## src/logic/daa_regs_defs.svh

```systemverilog
// Offsets, field positions, reset values and gain steps of the gain, chain,
// filter and calibration registers. Included by the register block.
`ifndef DAA_REGS_DEFS_SVH
`define DAA_REGS_DEFS_SVH

`define ADDR_GAIN_ID 8'h0D
`define ADDR_CHAIN 8'h0E
`define ADDR_FINE_GAIN 8'h0F
`define ADDR_FILTER 8'h10
`define ADDR_CAL 8'h11

`define RST_GAIN_ID 8'h00
`define RST_CHAIN 8'h02
`define RST_FINE_GAIN 8'h00
`define RST_FILTER 8'h08
`define RST_CAL 8'h00

`define BIT_INTL_FLAG 6
`define BIT_REV_HI 5
`define BIT_REV_LO 2
`define BIT_RX_COARSE 1
`define BIT_TX_COARSE 0

`define BIT_SLV_HI 7
`define BIT_SLV_LO 5
`define BIT_WSEL_HI 4
`define BIT_WSEL_LO 3
`define BIT_SPACING 2
`define BIT_RING_POL 1
`define BIT_CHAIN_EN 0

`define BIT_TX_MUTE 7
`define BIT_TX_ATT_HI 6
`define BIT_TX_ATT_LO 4
`define BIT_RX_MUTE 3
`define BIT_RX_GAIN_HI 2
`define BIT_RX_GAIN_LO 0

`define BIT_IIR_EN 4
`define FILTER_LOW_NIBBLE 4'h8

`define BIT_CAL_START 6
`define BIT_AUTO_CAL_OFF 5

`define WSEL_16 2'h0
`define WSEL_RSVD 2'h1
`define WSEL_15_ONE 2'h2
`define WSEL_15_ZERO 2'h3

`define SYNC_PERIOD_LONG 6'h20
`define SYNC_PERIOD_SHORT 6'h10

`define DB_COARSE_RX 5'h06
`define DB_COARSE_TX 5'h03
`define DB_STEP_MAX 5'h0C

`endif

```

## src/logic/daa_regs_pkg.sv

```systemverilog
// Types shared by the gain, chain, filter and calibration register block.
// Carries no constants; those live in the defs header.
package daa_regs_pkg;

  typedef enum logic [1:0] {
    PIN_PLAIN = 2'b01,
    PIN_CHAIN = 2'b10
  } pin_mode_e;

  typedef struct packed {
    logic transmit_mute;
    logic receive_mute;
    logic [4:0] tx_atten_db;
    logic [4:0] rx_gain_db;
  } gain_out_s;

  typedef struct packed {
    logic [2:0] slave_count;
    logic rx_word_16;
    logic rx_lsb_forced;
    logic rx_lsb_value;
    logic sync_spacing_16;
  } chain_out_s;

endpackage

```

## src/logic/sync3.sv

```systemverilog
// Three-stage synchroniser for inputs from outside the clk_sys domain.
// Output moves only once stages two and three agree.
`timescale 1ns/1ps
module sync3 #(
  parameter int W = 1
) (
  input wire logic clk_sys,
  input wire logic resetn,
  input wire logic [W-1:0] din,
  output logic [W-1:0] dout
);
  logic [W-1:0] ff1;
  logic [W-1:0] ff2;
  logic [W-1:0] ff3;

  always_ff @(posedge clk_sys) begin
    if (!resetn) begin
      ff1 <= '0;
      ff2 <= '0;
      ff3 <= '0;
    end else begin
      ff1 <= din;
      ff2 <= ff1;
      ff3 <= ff2;
    end
  end

  // Per-bit agreement keeps a half-settled bit from leaking out
  always_ff @(posedge clk_sys) begin
    if (!resetn) begin
      dout <= '0;
    end else begin
      for (int i = 0; i < W; i++) begin
        if (ff2[i] == ff3[i]) begin
          dout[i] <= ff3[i];
        end
      end
    end
  end
endmodule // sync3

```

## src/logic/daa_gain_chain_filter_cal_regs.sv

```systemverilog
// Gain, daisy-chain, filter and calibration registers of the host-side chip.
// Assumes the serial-port logic decodes frames into reg_* strobes on clk_sys
// and supplies sclk_en, a one-cycle pulse per serial bit clock.
// Function
// - Bit 6 reads line-side international flag
// - Bits 5:2 read line-side revision
// - Coarse receive bit adds 6 dB
// - Coarse transmit bit adds 3 dB attenuation
// - Slave count field gives slaves directly
// - Word select picks 16 or 15-bit words
// - Spacing bit picks 32 or 16 clocks
// - Polarity bit sets ring output active level
// - Chain enable remaps both ring pins
// - Chain disabled ignores other chain bits
// - Bit 7 mutes transmit
// - Transmit attenuation 0 to 12 dB
// - Bit 3 mutes receive
// - Receive gain 0 to 12 dB
// - Filter bit selects recursive or FIR
// - Filter low nibble 8, top zero
// - Writing calibration bit starts calibration
// - Bit 5 disables auto calibration
`timescale 1ns/1ps
`include "daa_regs_defs.svh"
module daa_gain_chain_filter_cal_regs
  import daa_regs_pkg::*;
(
  input wire logic clk_sys,
  input wire logic resetn,
  input wire logic [7:0] reg_addr,
  input wire logic reg_wr,
  input wire logic reg_rd,
  input wire logic [7:0] reg_wdata,
  output logic [7:0] reg_rdata,
  output logic reg_rvalid,
  input wire logic line_side_intl_flag,
  input wire logic [3:0] line_side_revision,
  input wire logic ring_detect_in,
  input wire logic sclk_en,
  input wire logic secondary_request_or_ring_out_in,
  output logic secondary_request_or_ring_out_out,
  output logic secondary_request_or_ring_out_oe_n,
  output logic ring_out_or_delayed_sync,
  output logic secondary_request,
  output logic frame_sync,
  output gain_out_s gain_out,
  output chain_out_s chain_out,
  output logic recursive_filter_enable,
  output logic manual_cal_start,
  output logic auto_cal_enable
);
  logic receive_gain;
  logic transmit_gain;
  logic [7:0] chain_control;
  logic [7:0] fine_gain_control;
  logic iir_bit;
  logic cal_start_bit;
  logic auto_cal_disable;
  logic intl_s;
  logic [3:0] rev_s;
  logic ring_s;
  logic sreq_s;
  logic [5:0] sync_cnt;
  logic delayed_sync;
  logic chain_en;
  pin_mode_e pin_mode;

  sync3 #(.W(7)) u_sync (
    .clk_sys(clk_sys),
    .resetn(resetn),
    .din({line_side_intl_flag, line_side_revision, ring_detect_in,
          secondary_request_or_ring_out_in}),
    .dout({intl_s, rev_s, ring_s, sreq_s})
  );

  function automatic logic [4:0] step_db(input logic [2:0] code);
    logic [4:0] db;
    db = `DB_STEP_MAX;
    case (code[1:0])
      2'h0: db = 5'h00;
      2'h1: db = 5'h03;
      2'h2: db = 5'h06;
      2'h3: db = 5'h09;
      default: db = `DB_STEP_MAX;
    endcase
    if (code[2]) begin
      db = `DB_STEP_MAX;
    end
    return db;
  endfunction

  function automatic logic hit(input logic [7:0] a, input logic [7:0] target);
    return a == target;
  endfunction

  // Register writes; reserved bits are never stored
  always_ff @(posedge clk_sys) begin
    if (!resetn) begin
      receive_gain <= 1'(`RST_GAIN_ID >> `BIT_RX_COARSE);
      transmit_gain <= 1'(`RST_GAIN_ID >> `BIT_TX_COARSE);
    end else if (reg_wr && hit(reg_addr, `ADDR_GAIN_ID)) begin
      receive_gain <= reg_wdata[`BIT_RX_COARSE];
      transmit_gain <= reg_wdata[`BIT_TX_COARSE];
    end
  end

  always_ff @(posedge clk_sys) begin
    if (!resetn) begin
      chain_control <= `RST_CHAIN;
    end else if (reg_wr && hit(reg_addr, `ADDR_CHAIN)) begin
      chain_control <= reg_wdata;
    end
  end

  always_ff @(posedge clk_sys) begin
    if (!resetn) begin
      fine_gain_control <= `RST_FINE_GAIN;
    end else if (reg_wr && hit(reg_addr, `ADDR_FINE_GAIN)) begin
      fine_gain_control <= reg_wdata;
    end
  end

  // Fixed nibble and top bits are constants; only the enable is a flop
  always_ff @(posedge clk_sys) begin
    if (!resetn) begin
      iir_bit <= 1'(`RST_FILTER >> `BIT_IIR_EN);
    end else if (reg_wr && hit(reg_addr, `ADDR_FILTER)) begin
      iir_bit <= reg_wdata[`BIT_IIR_EN];
    end
  end

  always_ff @(posedge clk_sys) begin
    if (!resetn) begin
      cal_start_bit <= 1'b0;
      auto_cal_disable <= 1'b0;
    end else if (reg_wr && hit(reg_addr, `ADDR_CAL)) begin
      cal_start_bit <= reg_wdata[`BIT_CAL_START];
      auto_cal_disable <= reg_wdata[`BIT_AUTO_CAL_OFF];
    end
  end

  // Start pulse on every write of one, so a repeated write recalibrates
  always_ff @(posedge clk_sys) begin
    if (!resetn) begin
      manual_cal_start <= 1'b0;
    end else begin
      manual_cal_start <= reg_wr && hit(reg_addr, `ADDR_CAL) &&
                          reg_wdata[`BIT_CAL_START];
    end
  end

  // Read port: one cycle of latency, unmapped addresses read zero
  always_ff @(posedge clk_sys) begin
    if (!resetn) begin
      reg_rdata <= 8'h00;
      reg_rvalid <= 1'b0;
    end else begin
      reg_rvalid <= reg_rd;
      reg_rdata <= 8'h00;
      if (reg_rd) begin
        case (reg_addr)
          `ADDR_GAIN_ID: reg_rdata <= {1'b0, intl_s, rev_s, receive_gain,
                                       transmit_gain};
          `ADDR_CHAIN: reg_rdata <= chain_control;
          `ADDR_FINE_GAIN: reg_rdata <= fine_gain_control;
          `ADDR_FILTER: reg_rdata <= {3'h0, iir_bit, `FILTER_LOW_NIBBLE};
          `ADDR_CAL: reg_rdata <= {1'b0, cal_start_bit, auto_cal_disable,
                                   5'h00};
          default: reg_rdata <= 8'h00;
        endcase
      end
    end
  end

  always_ff @(posedge clk_sys) begin
    if (!resetn) begin
      gain_out <= '0;
      recursive_filter_enable <= 1'b0;
      auto_cal_enable <= 1'b1;
    end else begin
      gain_out.transmit_mute <= fine_gain_control[`BIT_TX_MUTE];
      gain_out.receive_mute <= fine_gain_control[`BIT_RX_MUTE];
      // Coarse and fine add; software keeps one of them at zero
      gain_out.tx_atten_db <= step_db(fine_gain_control[`BIT_TX_ATT_HI:`BIT_TX_ATT_LO])
        + (transmit_gain ? `DB_COARSE_TX : 5'h00);
      gain_out.rx_gain_db <= step_db(fine_gain_control[`BIT_RX_GAIN_HI:`BIT_RX_GAIN_LO])
        + (receive_gain ? `DB_COARSE_RX : 5'h00);
      recursive_filter_enable <= iir_bit;
      auto_cal_enable <= !auto_cal_disable;
    end
  end

  assign chain_en = chain_control[`BIT_CHAIN_EN];
  assign pin_mode = chain_en ? PIN_CHAIN : PIN_PLAIN;

  // Effective chain settings; all defaults while chaining is off
  always_ff @(posedge clk_sys) begin
    if (!resetn) begin
      chain_out <= '0;
      chain_out.rx_word_16 <= 1'b1;
    end else if (!chain_en) begin
      chain_out <= '0;
      chain_out.rx_word_16 <= 1'b1;
    end else begin
      chain_out.slave_count <= chain_control[`BIT_SLV_HI:`BIT_SLV_LO];
      // Reserved select code falls back to the full word
      case (chain_control[`BIT_WSEL_HI:`BIT_WSEL_LO])
        `WSEL_15_ONE: begin
          chain_out.rx_word_16 <= 1'b0;
          chain_out.rx_lsb_forced <= 1'b1;
          chain_out.rx_lsb_value <= 1'b1;
        end
        `WSEL_15_ZERO: begin
          chain_out.rx_word_16 <= 1'b0;
          chain_out.rx_lsb_forced <= 1'b1;
          chain_out.rx_lsb_value <= 1'b0;
        end
        default: begin
          chain_out.rx_word_16 <= 1'b1;
          chain_out.rx_lsb_forced <= 1'b0;
          chain_out.rx_lsb_value <= 1'b0;
        end
      endcase
      // Not forced when the slave count is nonzero; that stays with software
      chain_out.sync_spacing_16 <= chain_control[`BIT_SPACING];
    end
  end

  // Frame sync every 32 or 16 serial clocks, one serial clock wide
  always_ff @(posedge clk_sys) begin
    if (!resetn) begin
      sync_cnt <= 6'h00;
      frame_sync <= 1'b0;
      delayed_sync <= 1'b0;
    end else if (sclk_en) begin
      delayed_sync <= frame_sync;
      if (sync_cnt >= (chain_out.sync_spacing_16 ? `SYNC_PERIOD_SHORT
                                                 : `SYNC_PERIOD_LONG) - 6'h01) begin
        sync_cnt <= 6'h00;
        frame_sync <= 1'b1;
      end else begin
        sync_cnt <= sync_cnt + 6'h01;
        frame_sync <= 1'b0;
      end
    end
  end

  // Pin remapping; ring_out_or_delayed_sync is active low outside chaining, shared pin released
  always_ff @(posedge clk_sys) begin
    if (!resetn) begin
      secondary_request_or_ring_out_out <= 1'b1;
      secondary_request_or_ring_out_oe_n <= 1'b1;
      ring_out_or_delayed_sync <= 1'b1;
      secondary_request <= 1'b0;
    end else begin
      case (pin_mode)
        PIN_CHAIN: begin
          secondary_request_or_ring_out_oe_n <= 1'b0;
          secondary_request_or_ring_out_out <= chain_control[`BIT_RING_POL] ? ring_s
                                                                           : !ring_s;
          ring_out_or_delayed_sync <= delayed_sync;
          secondary_request <= 1'b0;
        end
        default: begin
          secondary_request_or_ring_out_oe_n <= 1'b1;
          secondary_request_or_ring_out_out <= 1'b1;
          ring_out_or_delayed_sync <= !ring_s;
          secondary_request <= sreq_s;
        end
      endcase
    end
  end
endmodule // daa_gain_chain_filter_cal_regs

```

## config.mk

```make
export PLATFORM = sky130hd
export DESIGN_NAME = daa_gain_chain_filter_cal_regs
export DESIGN_NICKNAME = d
export VERILOG_FILES = /design/src/logic/daa_regs_pkg.sv /design/src/logic/sync3.sv /design/src/logic/daa_gain_chain_filter_cal_regs.sv
export VERILOG_INCLUDE_DIRS = /design/src /design/src/logic
export SDC_FILE = /design/constraint.sdc
export NUM_CORES = 1
export LEC_CHECK = 0
export ABC_AREA = 1
export BUFFER_PORTS_ARGS = -buffer_cell sky130_fd_sc_hd__buf_2
export CAP_MARGIN = 20
export CORE_ASPECT_RATIO = 1.2
export CORE_UTILIZATION = 36
export CTS_CLUSTER_DIAMETER = 150
export CTS_CLUSTER_SIZE = 12
export DETAILED_ROUTE_END_ITERATION = 16
export PLACE_DENSITY = 0.53
export SLEW_MARGIN = 30
export SYNTH_ARGS = -nofsm -noshare
export SYNTH_HDL_FRONTEND = slang
export SYNTH_HIERARCHICAL = 1
export SYNTH_SLANG_ARGS = --single-unit
```

## constraint.sdc

```tcl
create_clock -name clk_sys -period 2.3 [get_ports clk_sys]
set_input_delay 0 -clock clk_sys [delete_from_list [all_inputs] [get_ports clk_sys]]
set_output_delay 0 -clock clk_sys [all_outputs]
set_load 0.1 [all_outputs]
```

Word-level counts from Yosys, hierarchy flattened
Index checks and enable logic that the tools add are counted.
W data, S select, Z words.
- bits of input ports: 28
- word-level logic and storage cells: 96
- output and inout bits: 36
- register bits after elaboration: 92
- equal/unequal tests: 21
- bitwise gates (word level): 1
- $add $sub $neg: 4
- multiplexer cells: 17
- reduce and logical (&&, ||, !) cells: 14
- order comparisons: 1
- operator list (kind ; count):
    $pmux W5 S4 ; 2
    $pmux W8 S5 ; 1
    $eq A8 B4 Y1 const B ; 3
    $mux W5 ; 4
    $eq A8 B5 Y1 const B ; 2
    $eq A2 B2 Y1 const B ; 7
    $mux W6 ; 2
    $eq A1 B1 Y1 ; 7
    $add A6 B1 Y6 const B ; 1
    $ge A6 B6 Y1 ; 1
    $logic_and A1 B1 Y1 ; 6
    $pmux W3 S2 ; 1
    $reduce_and A2 Y1 ; 3
    $sub A6 B1 Y6 const B ; 1
    $add A5 B2 Y5 ; 1
    $add A5 B3 Y5 ; 1
    $eq A2 B1 Y1 const B ; 2
    $logic_not A2 Y1 ; 2
    $mux W1 ; 4
    $mux W2 ; 2
    $mux W3 ; 1
    $logic_not A1 Y1 ; 2
    $reduce_or A2 Y1 ; 1
    $not A1 Y1 ; 1

Depth between registers and ports, before layout
Gate-level depths: netlist of the first run.
- depth in word-level cells: 5
- mapped depth: 10
- depth with buffers taken out: 10

Cells and area by module
Netlist of the first run, hierarchy kept.
- modules (own cells, without submodules) (module ; cells each ; area an instance (µm²) ; instances ; seq. area each (µm²)):
    daa_gain_chain_filter_cal_regs ; 357 ; 2752.6 ; 1 ; 1281.2
    sync3 ; 94 ; 852.1 ; 1 ; 560.5

Worst setup path after synthesis of the first run
No wires, ideal clock.
- path kind: register -> register
- from: reg fine_gain_control[0]
- to: reg gain_out[3] (netlist bit)
- stages on the path, launching flop included: 9
- library setup time: 0.070 ns
- path buffers: 0
- required time: 2.230 ns
- clock period less this slack: 1.806 ns
- arrival: 1.736 ns
- path slack: 0.494 ns
- cell sequence: dfxtp_1 > inv_1 > ha_1 > inv_1 > nor2_1 > ha_1 > fa_1 > or2_2 > a21oi_1
- cells in the longest elaborated chain, start to end: 5
- elaborated cells between the ends (all ways): 8
- those cells by class: 1 x add/sub; 3 x eq/ne; 3 x mux; 1 x reduce/logical
- ends and longest elaborated chain (what ; RTL line ; text):
    start: declaration ; daa_gain_chain_filter_cal_regs.sv:55 ; logic [7:0] fine_gain_control;
    start signal: assignment ; daa_gain_chain_filter_cal_regs.sv:117 ; fine_gain_control <= `RST_FINE_GAIN;
    start signal: assignment ; daa_gain_chain_filter_cal_regs.sv:119 ; fine_gain_control <= reg_wdata;
    $eq A2 B2 Y1 (tied with other cells) ; daa_gain_chain_filter_cal_regs.sv:79 ; case (code[1:0])
    $pmux W5 S4 (*) ; daa_gain_chain_filter_cal_regs.sv:79 ;
    $mux W5 (*) ; daa_gain_chain_filter_cal_regs.sv:86 ; if (code[2]) begin
    $mux W5 (*) ; daa_gain_chain_filter_cal_regs.sv:176 ; if (!resetn) begin
    $add A5 B3 Y5 (*) ; daa_gain_chain_filter_cal_regs.sv:186 ; gain_out.rx_gain_db <= step_db(fine_gain_control[`BIT_RX_GAIN_HI:`BIT_RX_GAIN_LO])
    end: declaration ; daa_gain_chain_filter_cal_regs.sv:46 ; output gain_out_s gain_out,
Mark *: on every way between the ends. The rest lies on a longest branch, timed or not. The select of a mux whose other input is x is not followed.
A chain may end at the register's enable or synchronous reset.

Final worst setup path of the first run
Ends and elaborated chain as after synthesis.

==> results of run 1 <==
worst max-delay path by stage:
stage / from / end / cells past startpoint
detailed placement: fine_gain_control[0] / gain_out[3] / 8
global route: fine_gain_control[4] / gain_out[9] / 7
CTS: fine_gain_control[4] / gain_out[9] / 7
finish: fine_gain_control[0] / gain_out[3] / 8
global placement: fine_gain_control[0] / gain_out[3] / 8
floorplan: fine_gain_control[0] / gain_out[3] / 8
state kept, by name (all words and copies together), names as in the netlist, 6 cells and up:
register           count
u_sync/ff3             7
reg_rdata              8
u_sync/dout            7
sync_cnt               6
u_sync/ff2             7
fine_gain_control      8
chain_out              7
u_sync/ff1             7
chain_control          8
gain_out              12
worst min-delay path, cell delays in order:
cell	delay [ns]
buf_2	0.22
nand2_1	0.10
inv_1	0.03
synth_stat cells, types with 3 or more instances:
library cell and n:
buf_4 5, nor2_1 69, nand3_2 3, dfxtp_1 92
ha_1 15, buf_2 4, a21oi_1 25, nand2_1 96
inv_1 59, nor2_2 3, buf_6 4, o21ai_0 14
nand4_1 8, nand3_1 34, nor3_1 4
per-stage QoR:
| stage | area, sq um | util | setup slack (ns) | std cells |
|---|---|---|---|---|
| 6_report | 4430 | 0.461 | 0.366 | 655 |
| 5_1_grt | 4430 | 0.461 | 0.120 | 655 |
| 4_1_cts | 4430 | 0.461 | 0.353 | 655 |
| 3_5_place_dp | 3990 | 0.415 | 0.380 | 625 |
| 3_3_place_gp | 3990 | 0.415 | 0.430 | 625 |
| 2_1_floorplan | 3600 | - | 0.494 | 451 |
layout by cell type, fill, tap and decap left out, drive strengths merged:
| master | n |
|---|---|
| nand2 | 98 |
| dfxtp | 92 |
| nor2 | 73 |
| buf | 66 |
| inv | 59 |
| nand3 | 37 |
| a21oi | 25 |
| dlygate4sd3 | 16 |
| ha | 15 |
| o21ai | 14 |
| clkbuf | 10 |
| nand4 | 8 |
| nor3 | 4 |
| clkinv | 3 |
| or2 | 2 |
| nor4 | 2 |
| fa | 2 |
| nand3b | 1 |
| o21a | 1 |
| nor3b | 1 |
| xor2 | 1 |
| xnor2 | 1 |
| bufinv | 1 |
area by class of cell:
cell class,count,area share
flip-flops and latches,92,0.416
multi-input cells,285,0.321
repair buffers,82,0.115
clock buffers,10,0.0517
inverters,59,0.0500
well taps,123,0.0347
clock inverters,4,0.0119
power breakdown:
| part | internal, mW | switching (mW) | leakage [nW] | total, mW |
|---|---|---|---|---|
| clock | 0.832 | 0.597 | 0.138 | 1.43 |
| combinational | 0.0584 | 0.0932 | 1.36 | 0.152 |
| sequential | 1.61 | 0.00990 | 0.746 | 1.62 |
| total | 2.50 | 0.700 | 2.24 | 3.20 |
kinds of logic after synthesis:
kind of cell             Yosys count  synth area share
AND/OR/NAND/NOR                  226             0.270
flip-flops                        92             0.511
buffers and inverters             74            0.0951
AO/OA/AOI/OAI                     40            0.0562
adder cells (fa/ha/maj)           17            0.0632
XOR/XNOR                           2           0.00486
per-layer routing:
layer	part of all wire	wire, um	vias up
li1	-	-	1559
met2	0.49	3740	66
met3	0.047	360	12
met5	0	0	-
met1	0.45	3460	1339
met4	0.019	149	0
==> results by group, run 1 <==
Status
  – Outcome: completed

GRT
  – GR Util met3: 0.0464
  – Gr busiest metal: met2
  – Antenna violations before repair: 0
  – GRT overflow: 0
  – Met1 Track Usage GR: 0.192
  – Pin count of the biggest net entering global routing: 38
  – Vias in the first global route: 2,812
  – Overall global routing resource usage: 0.163
  – First-pass GRT wire length: 13.0 mm
  – Met2 Use GR: 0.274

STA
  – Max Clock Skew: 0.00535 ns
  – Final Hold Viols: 0
  – Period utilization: 0.841
  – Final TNS setup: 0 ns
  – Final count of negative-setup-slack endpoints: 0
  – Slew headroom: 0.571
  – Final min period: 1.93 ns
  – Final slew viol count: 0
  – Actual slew at the worst max-slew pin: 0.642 ns
  – Hold slack: 0.0545 ns
  – FMAX: 0.517 GHz
  – Unrepaired setup endpoints after global routing: false

Placed design
  – Buffers on Ports: 63
  – Post-DP HPWL: 5.36 mm
  – Final GP Congestion: 0.750

Synthesis
  – Area leader, netlist: dfxtp_1
  – Post-synthesis cell count: 451
  – Synth top area share: 0.511
  – Yosys Warn Count: 6
  – Dominant synthesized flop cell: dfxtp_1
  – Yosys cell types: 27
  – Syn_nets: 496
  – Area contributors post-synth: dfxtp_1 51%, nand2_1 10%, nor2_1 7.2%
  – Post-synthesis sequential area ratio: 0.511
  – Mapped Area: 3600 sq um
  – Seq cells post-synth: 92
  – Avg Cell Area, Syn: 7.99 sq um
  – Number of flops mapped to enable cells by yosys: 0
  – Async set or reset register ratio after synthesis: 0

CTS
  – Max clock buf depth: 2
  – CTS buffer count: 9
  – Clock transition at path regs: 0.06 ns
  – Clock Latency Late Sink: 0.34 ns
  – Post-CTS sizing: 0
  – H-tree levels: 3
  – CTS tree: built
  – Hold Buf Count CTS: 16
  – CTS Sinks: 92
  – Clk root buf: clkbuf_16
  – Post-CTS Setup Inserts: 0

Setup path
  – Slowest-stage cell, CP: dfxtp_1
  – Reg-to-reg slack, setup: 0.37 ns
  – WP data required: 2.57 ns
  – Worst r2r src: fine_gain_control[0]
  – Buffers and inverters on the worst path: 2
  – RR Endpoint: gain_out[3]
  – Kind of critical path: reg -> reg
  – Worst stage delay on the critical path: 0.38 ns
  – Cell count of the worst reg-to-reg path: 8
  – CP startpoint kind: register
  – CP Cell Sequence: inv_1 -> ha_1 -> inv_1 -> nor2_1 -> ha_1 -> fa_1 -> or2_2 -> a21oi_1
  – CP delay by family, top: adder cells
  – CP Capture Type: register
  – Crit-path max FO: 4
  – Worst Path Arrival: 2.20 ns

Route
  – Iteration-0 DRC Markers: 72
  – DR pass1 iterations: 4
  – Routed Antenna Nets: 0
  – Routed WL: 7.72 mm
  – Residual DRC count: 0
  – Routed len/inst: 11.8 um
  – Via density: 4.54
  – Via count: 2,976

Floorplan
  – Die Span Y: 112 um
  – Die area: 10,400 sq um
  – Total core area: 9610 sq um
  – IO Pins: 64
  – Chip width: 93.3 um
  – Starting Density: 0.375
  – Std cell rows: 39

Cells and area
  – Filler instances: 973
  – Diodes inserted: 0
  – Nets: 574
  – Syn-to-layout area delta: 22.9%
  – FF/Latch Area: 1840 sq um
  – Layout cells sized above 1: 0.169
  – Multi-input logic area: 1420 sq um

Power
  – Total power: 3.20 mW
  – Leakage: 2.24 nW
  – Power Dens Cells: 724 nW/um^2
  – Worst VDD drop: 0.365 mV

Min path
  – Hold crit path type: in -> reg
  – Worst Hold Path Cells: 3
  – Worst Hold Launch: resetn
  – Hold path endpoint: u_sync/ff2[6]

Job
  – Maxcap violations: 0
Note: power is estimated with default switching activity, not from simulation.
==> run 2, diff against run 1 <==
- PLACE_DENSITY: 0.53 -> 0.56
- clock period: 2.3 -> 1.75 ns (I/O delays scaled with it)
==> run 2 against run 1 <==
Compared with the run above: clock skew decreased by 0.00082 ns; power increased by 31%; maximum frequency increased by 13%; clock-buffer cell count unchanged; sequential share of layout area decreased by 1.1 points; routed wire length decreased by 1.4%; register-to-register slack got worse by 0.32 ns; sequential cell count unchanged; largest cell class unchanged; highest routed layer unchanged.
==> results by group, run 2 (synthesis results as in run 1) <==
STA
  – Slew headroom: 0.602
  – Period utilization: 0.975
  – Actual slew at the worst max-slew pin: 0.596 ns
  – FMAX: 0.586 GHz
  – Final min period: 1.71 ns
  – Final slew viol count: 0
  – Unrepaired setup endpoints after global routing: true
  – Max Clock Skew: 0.00454 ns
  – Final count of negative-setup-slack endpoints: 0
  – Final Hold Viols: 0
  – Hold slack: 0.0513 ns

Cells and area
  – Final Util: 0.476
  – Non-filler cells, final: 668
  – FF/Latch Area: 1850 sq um
  – Diodes inserted: 0
  – Reg with most FFs: gain_out
  – Layout cells sized above 1: 0.228
  – Nets: 585
  – Commonest cells after routing, fill and taps aside: 95 x nand2_1, 87 x dfxtp_1, 69 x nor2_1
  – Largest register FFs: 12
  – Multi-input logic area: 1470 sq um
  – Syn-to-layout area delta: 27.0%
  – Filler instances: 955
  – Commonest non-fill, non-tap cell in the layout: nand2_1

Route
  – Via density: 4.48
  – Routed len/inst: 11.4 um
  – Via count: 2,994
  – Residual DRC count: 0
  – DR pass1 iterations: 4
  – Routed Antenna Nets: 0
  – Iteration-0 DRC Markers: 106
  – Routed WL: 7.61 mm

Placed design
  – DP Cell Count: 634
  – Buffers on Ports: 63
  – Final GP Congestion: 0.755
  – Post-DP HPWL: 5.45 mm

CTS
  – Max clock buf depth: 2
  – CTS Sinks: 92
  – Clock Latency Late Sink: 0.34 ns
  – Clock transition at path regs: 0.07 ns
  – CTS buffer count: 9
  – CTS tree: built
  – Clk root buf: clkbuf_16
  – H-tree levels: 3

Floorplan
  – IO Pins: 64
  – Die Span Y: 112 um
  – Std cell rows: 39
  – Die area: 10,400 sq um
  – Starting Density: 0.375
  – Total core area: 9610 sq um
  – Chip width: 93.3 um

Min path
  – Hold path endpoint: secondary_request_or_ring_out_oe_n
  – Worst Hold Launch: resetn
  – Worst Hold Path Cells: 2
  – Hold crit path type: in -> reg

GRT
  – First-pass GRT wire length: 12.5 mm
  – Antenna violations before repair: 0
  – GRT overflow: 0
  – Vias in the first global route: 2,750
  – Overall global routing resource usage: 0.154
  – Pin count of the biggest net entering global routing: 43

Setup path
  – Reg-to-reg slack, setup: 0.04 ns
  – Cell count of the worst reg-to-reg path: 6
  – CP startpoint kind: register
  – Worst Path Arrival: 1.97 ns
  – WP data required: 2.02 ns
  – Crit-path max FO: 3
  – CP Capture Type: register
  – RR Endpoint: gain_out[3]
  – Worst r2r src: fine_gain_control[1]
  – Kind of critical path: reg -> reg

Power
  – Power Dens Cells: 918 nW/um^2
  – Leakage: 2.30 nW
  – Worst VDD drop: 0.440 mV

Status
  – Outcome: completed

Job
  – Maxcap violations: 0
[run 2: cell count changes in the layout (fill, tap and decap cells not counted), moves of 3 or more]
cell and delta:
o21ai_0 -3, inv_1 -5, inv_2 +4, dfxtp_2 +3, buf_4 +12, ha_1 -4
dfxtp_1 -5
[run 2: worst max-delay path: stages, from the launching register on]
cell	delay, ns
dfxtp_2	0.33
buf_4	0.13
ha_1	0.17
or2_2	0.30
fa_2	0.35
or2_4	0.23
a21oi_2	0.12
[run 2: metrics by stage]
step | cell area [sq um] | setup slack (ns) | TNS [ns] | power [mW]
after global placement | 4050 | -0.0378 | -0.0810 | 2.35
after floorplan | 3610 | -0.0307 | -0.0307 | 2.29
after detailed placement | 4050 | -0.126 | -0.353 | 2.36
after CTS | 4520 | -0.0383 | -0.0383 | 4.27
after global routing | 4580 | -0.0119 | -0.0119 | 4.39
final | 4580 | 0.0443 | 0 | 4.20
[run 2: layout make-up]
type / count / area share
repair buffers: 93 / 0.127
clock buffers: 10 / 0.0522
flip-flops and latches: 92 / 0.405
multi-input cells: 285 / 0.322
clock inverters: 6 / 0.0120
inverters: 59 / 0.0489
well taps: 123 / 0.0336
[run 2: how the worst max path moves through the flow]
stage / startpoint / end / slack (ns) / cells past startpoint
after global routing: fine_gain_control[1] / gain_out[3] / -0.01 / 6
after detailed placement: fine_gain_control[4] / gain_out[7] / -0.13 / 8
after global placement: fine_gain_control[0] / gain_out[3] / -0.04 / 8
after floorplan: fine_gain_control[1] / gain_out[3] / -0.03 / 8
final: fine_gain_control[1] / gain_out[3] / 0.04 / 6
after CTS: fine_gain_control[1] / gain_out[3] / -0.04 / 8
[run 2: power by group]
group / switching, mW / internal (mW) / total [mW]
Sequential: 0.0125 / 2.12 / 2.13
Clock: 0.840 / 1.03 / 1.87
Combinational: 0.123 / 0.0771 / 0.200
Total: 0.976 / 3.23 / 4.20
[run 2: what timing repair did]
| item | 4_1_cts | 5_1_grt |
|---|---|---|
| endpoints found under the setup margin | 5 | 5 |
| endpoints found under the hold margin | 31 | 0 |
| buffers inserted | 0 | 2 |
| gates resized for setup | 10 | 16 |
| hold buffers | 16 | 0 |
| pin swaps | 1 | 8 |
[run 2: metal layers]
metal  routed length [um]  vias to the layer above  track usage
li1                     -                     1589            -
met1                 3470                     1336        0.186
met2                 3650                       56        0.260
met3                  292                       13       0.0287
met4                  186                        0       0.0779
met5                    0                        -            0
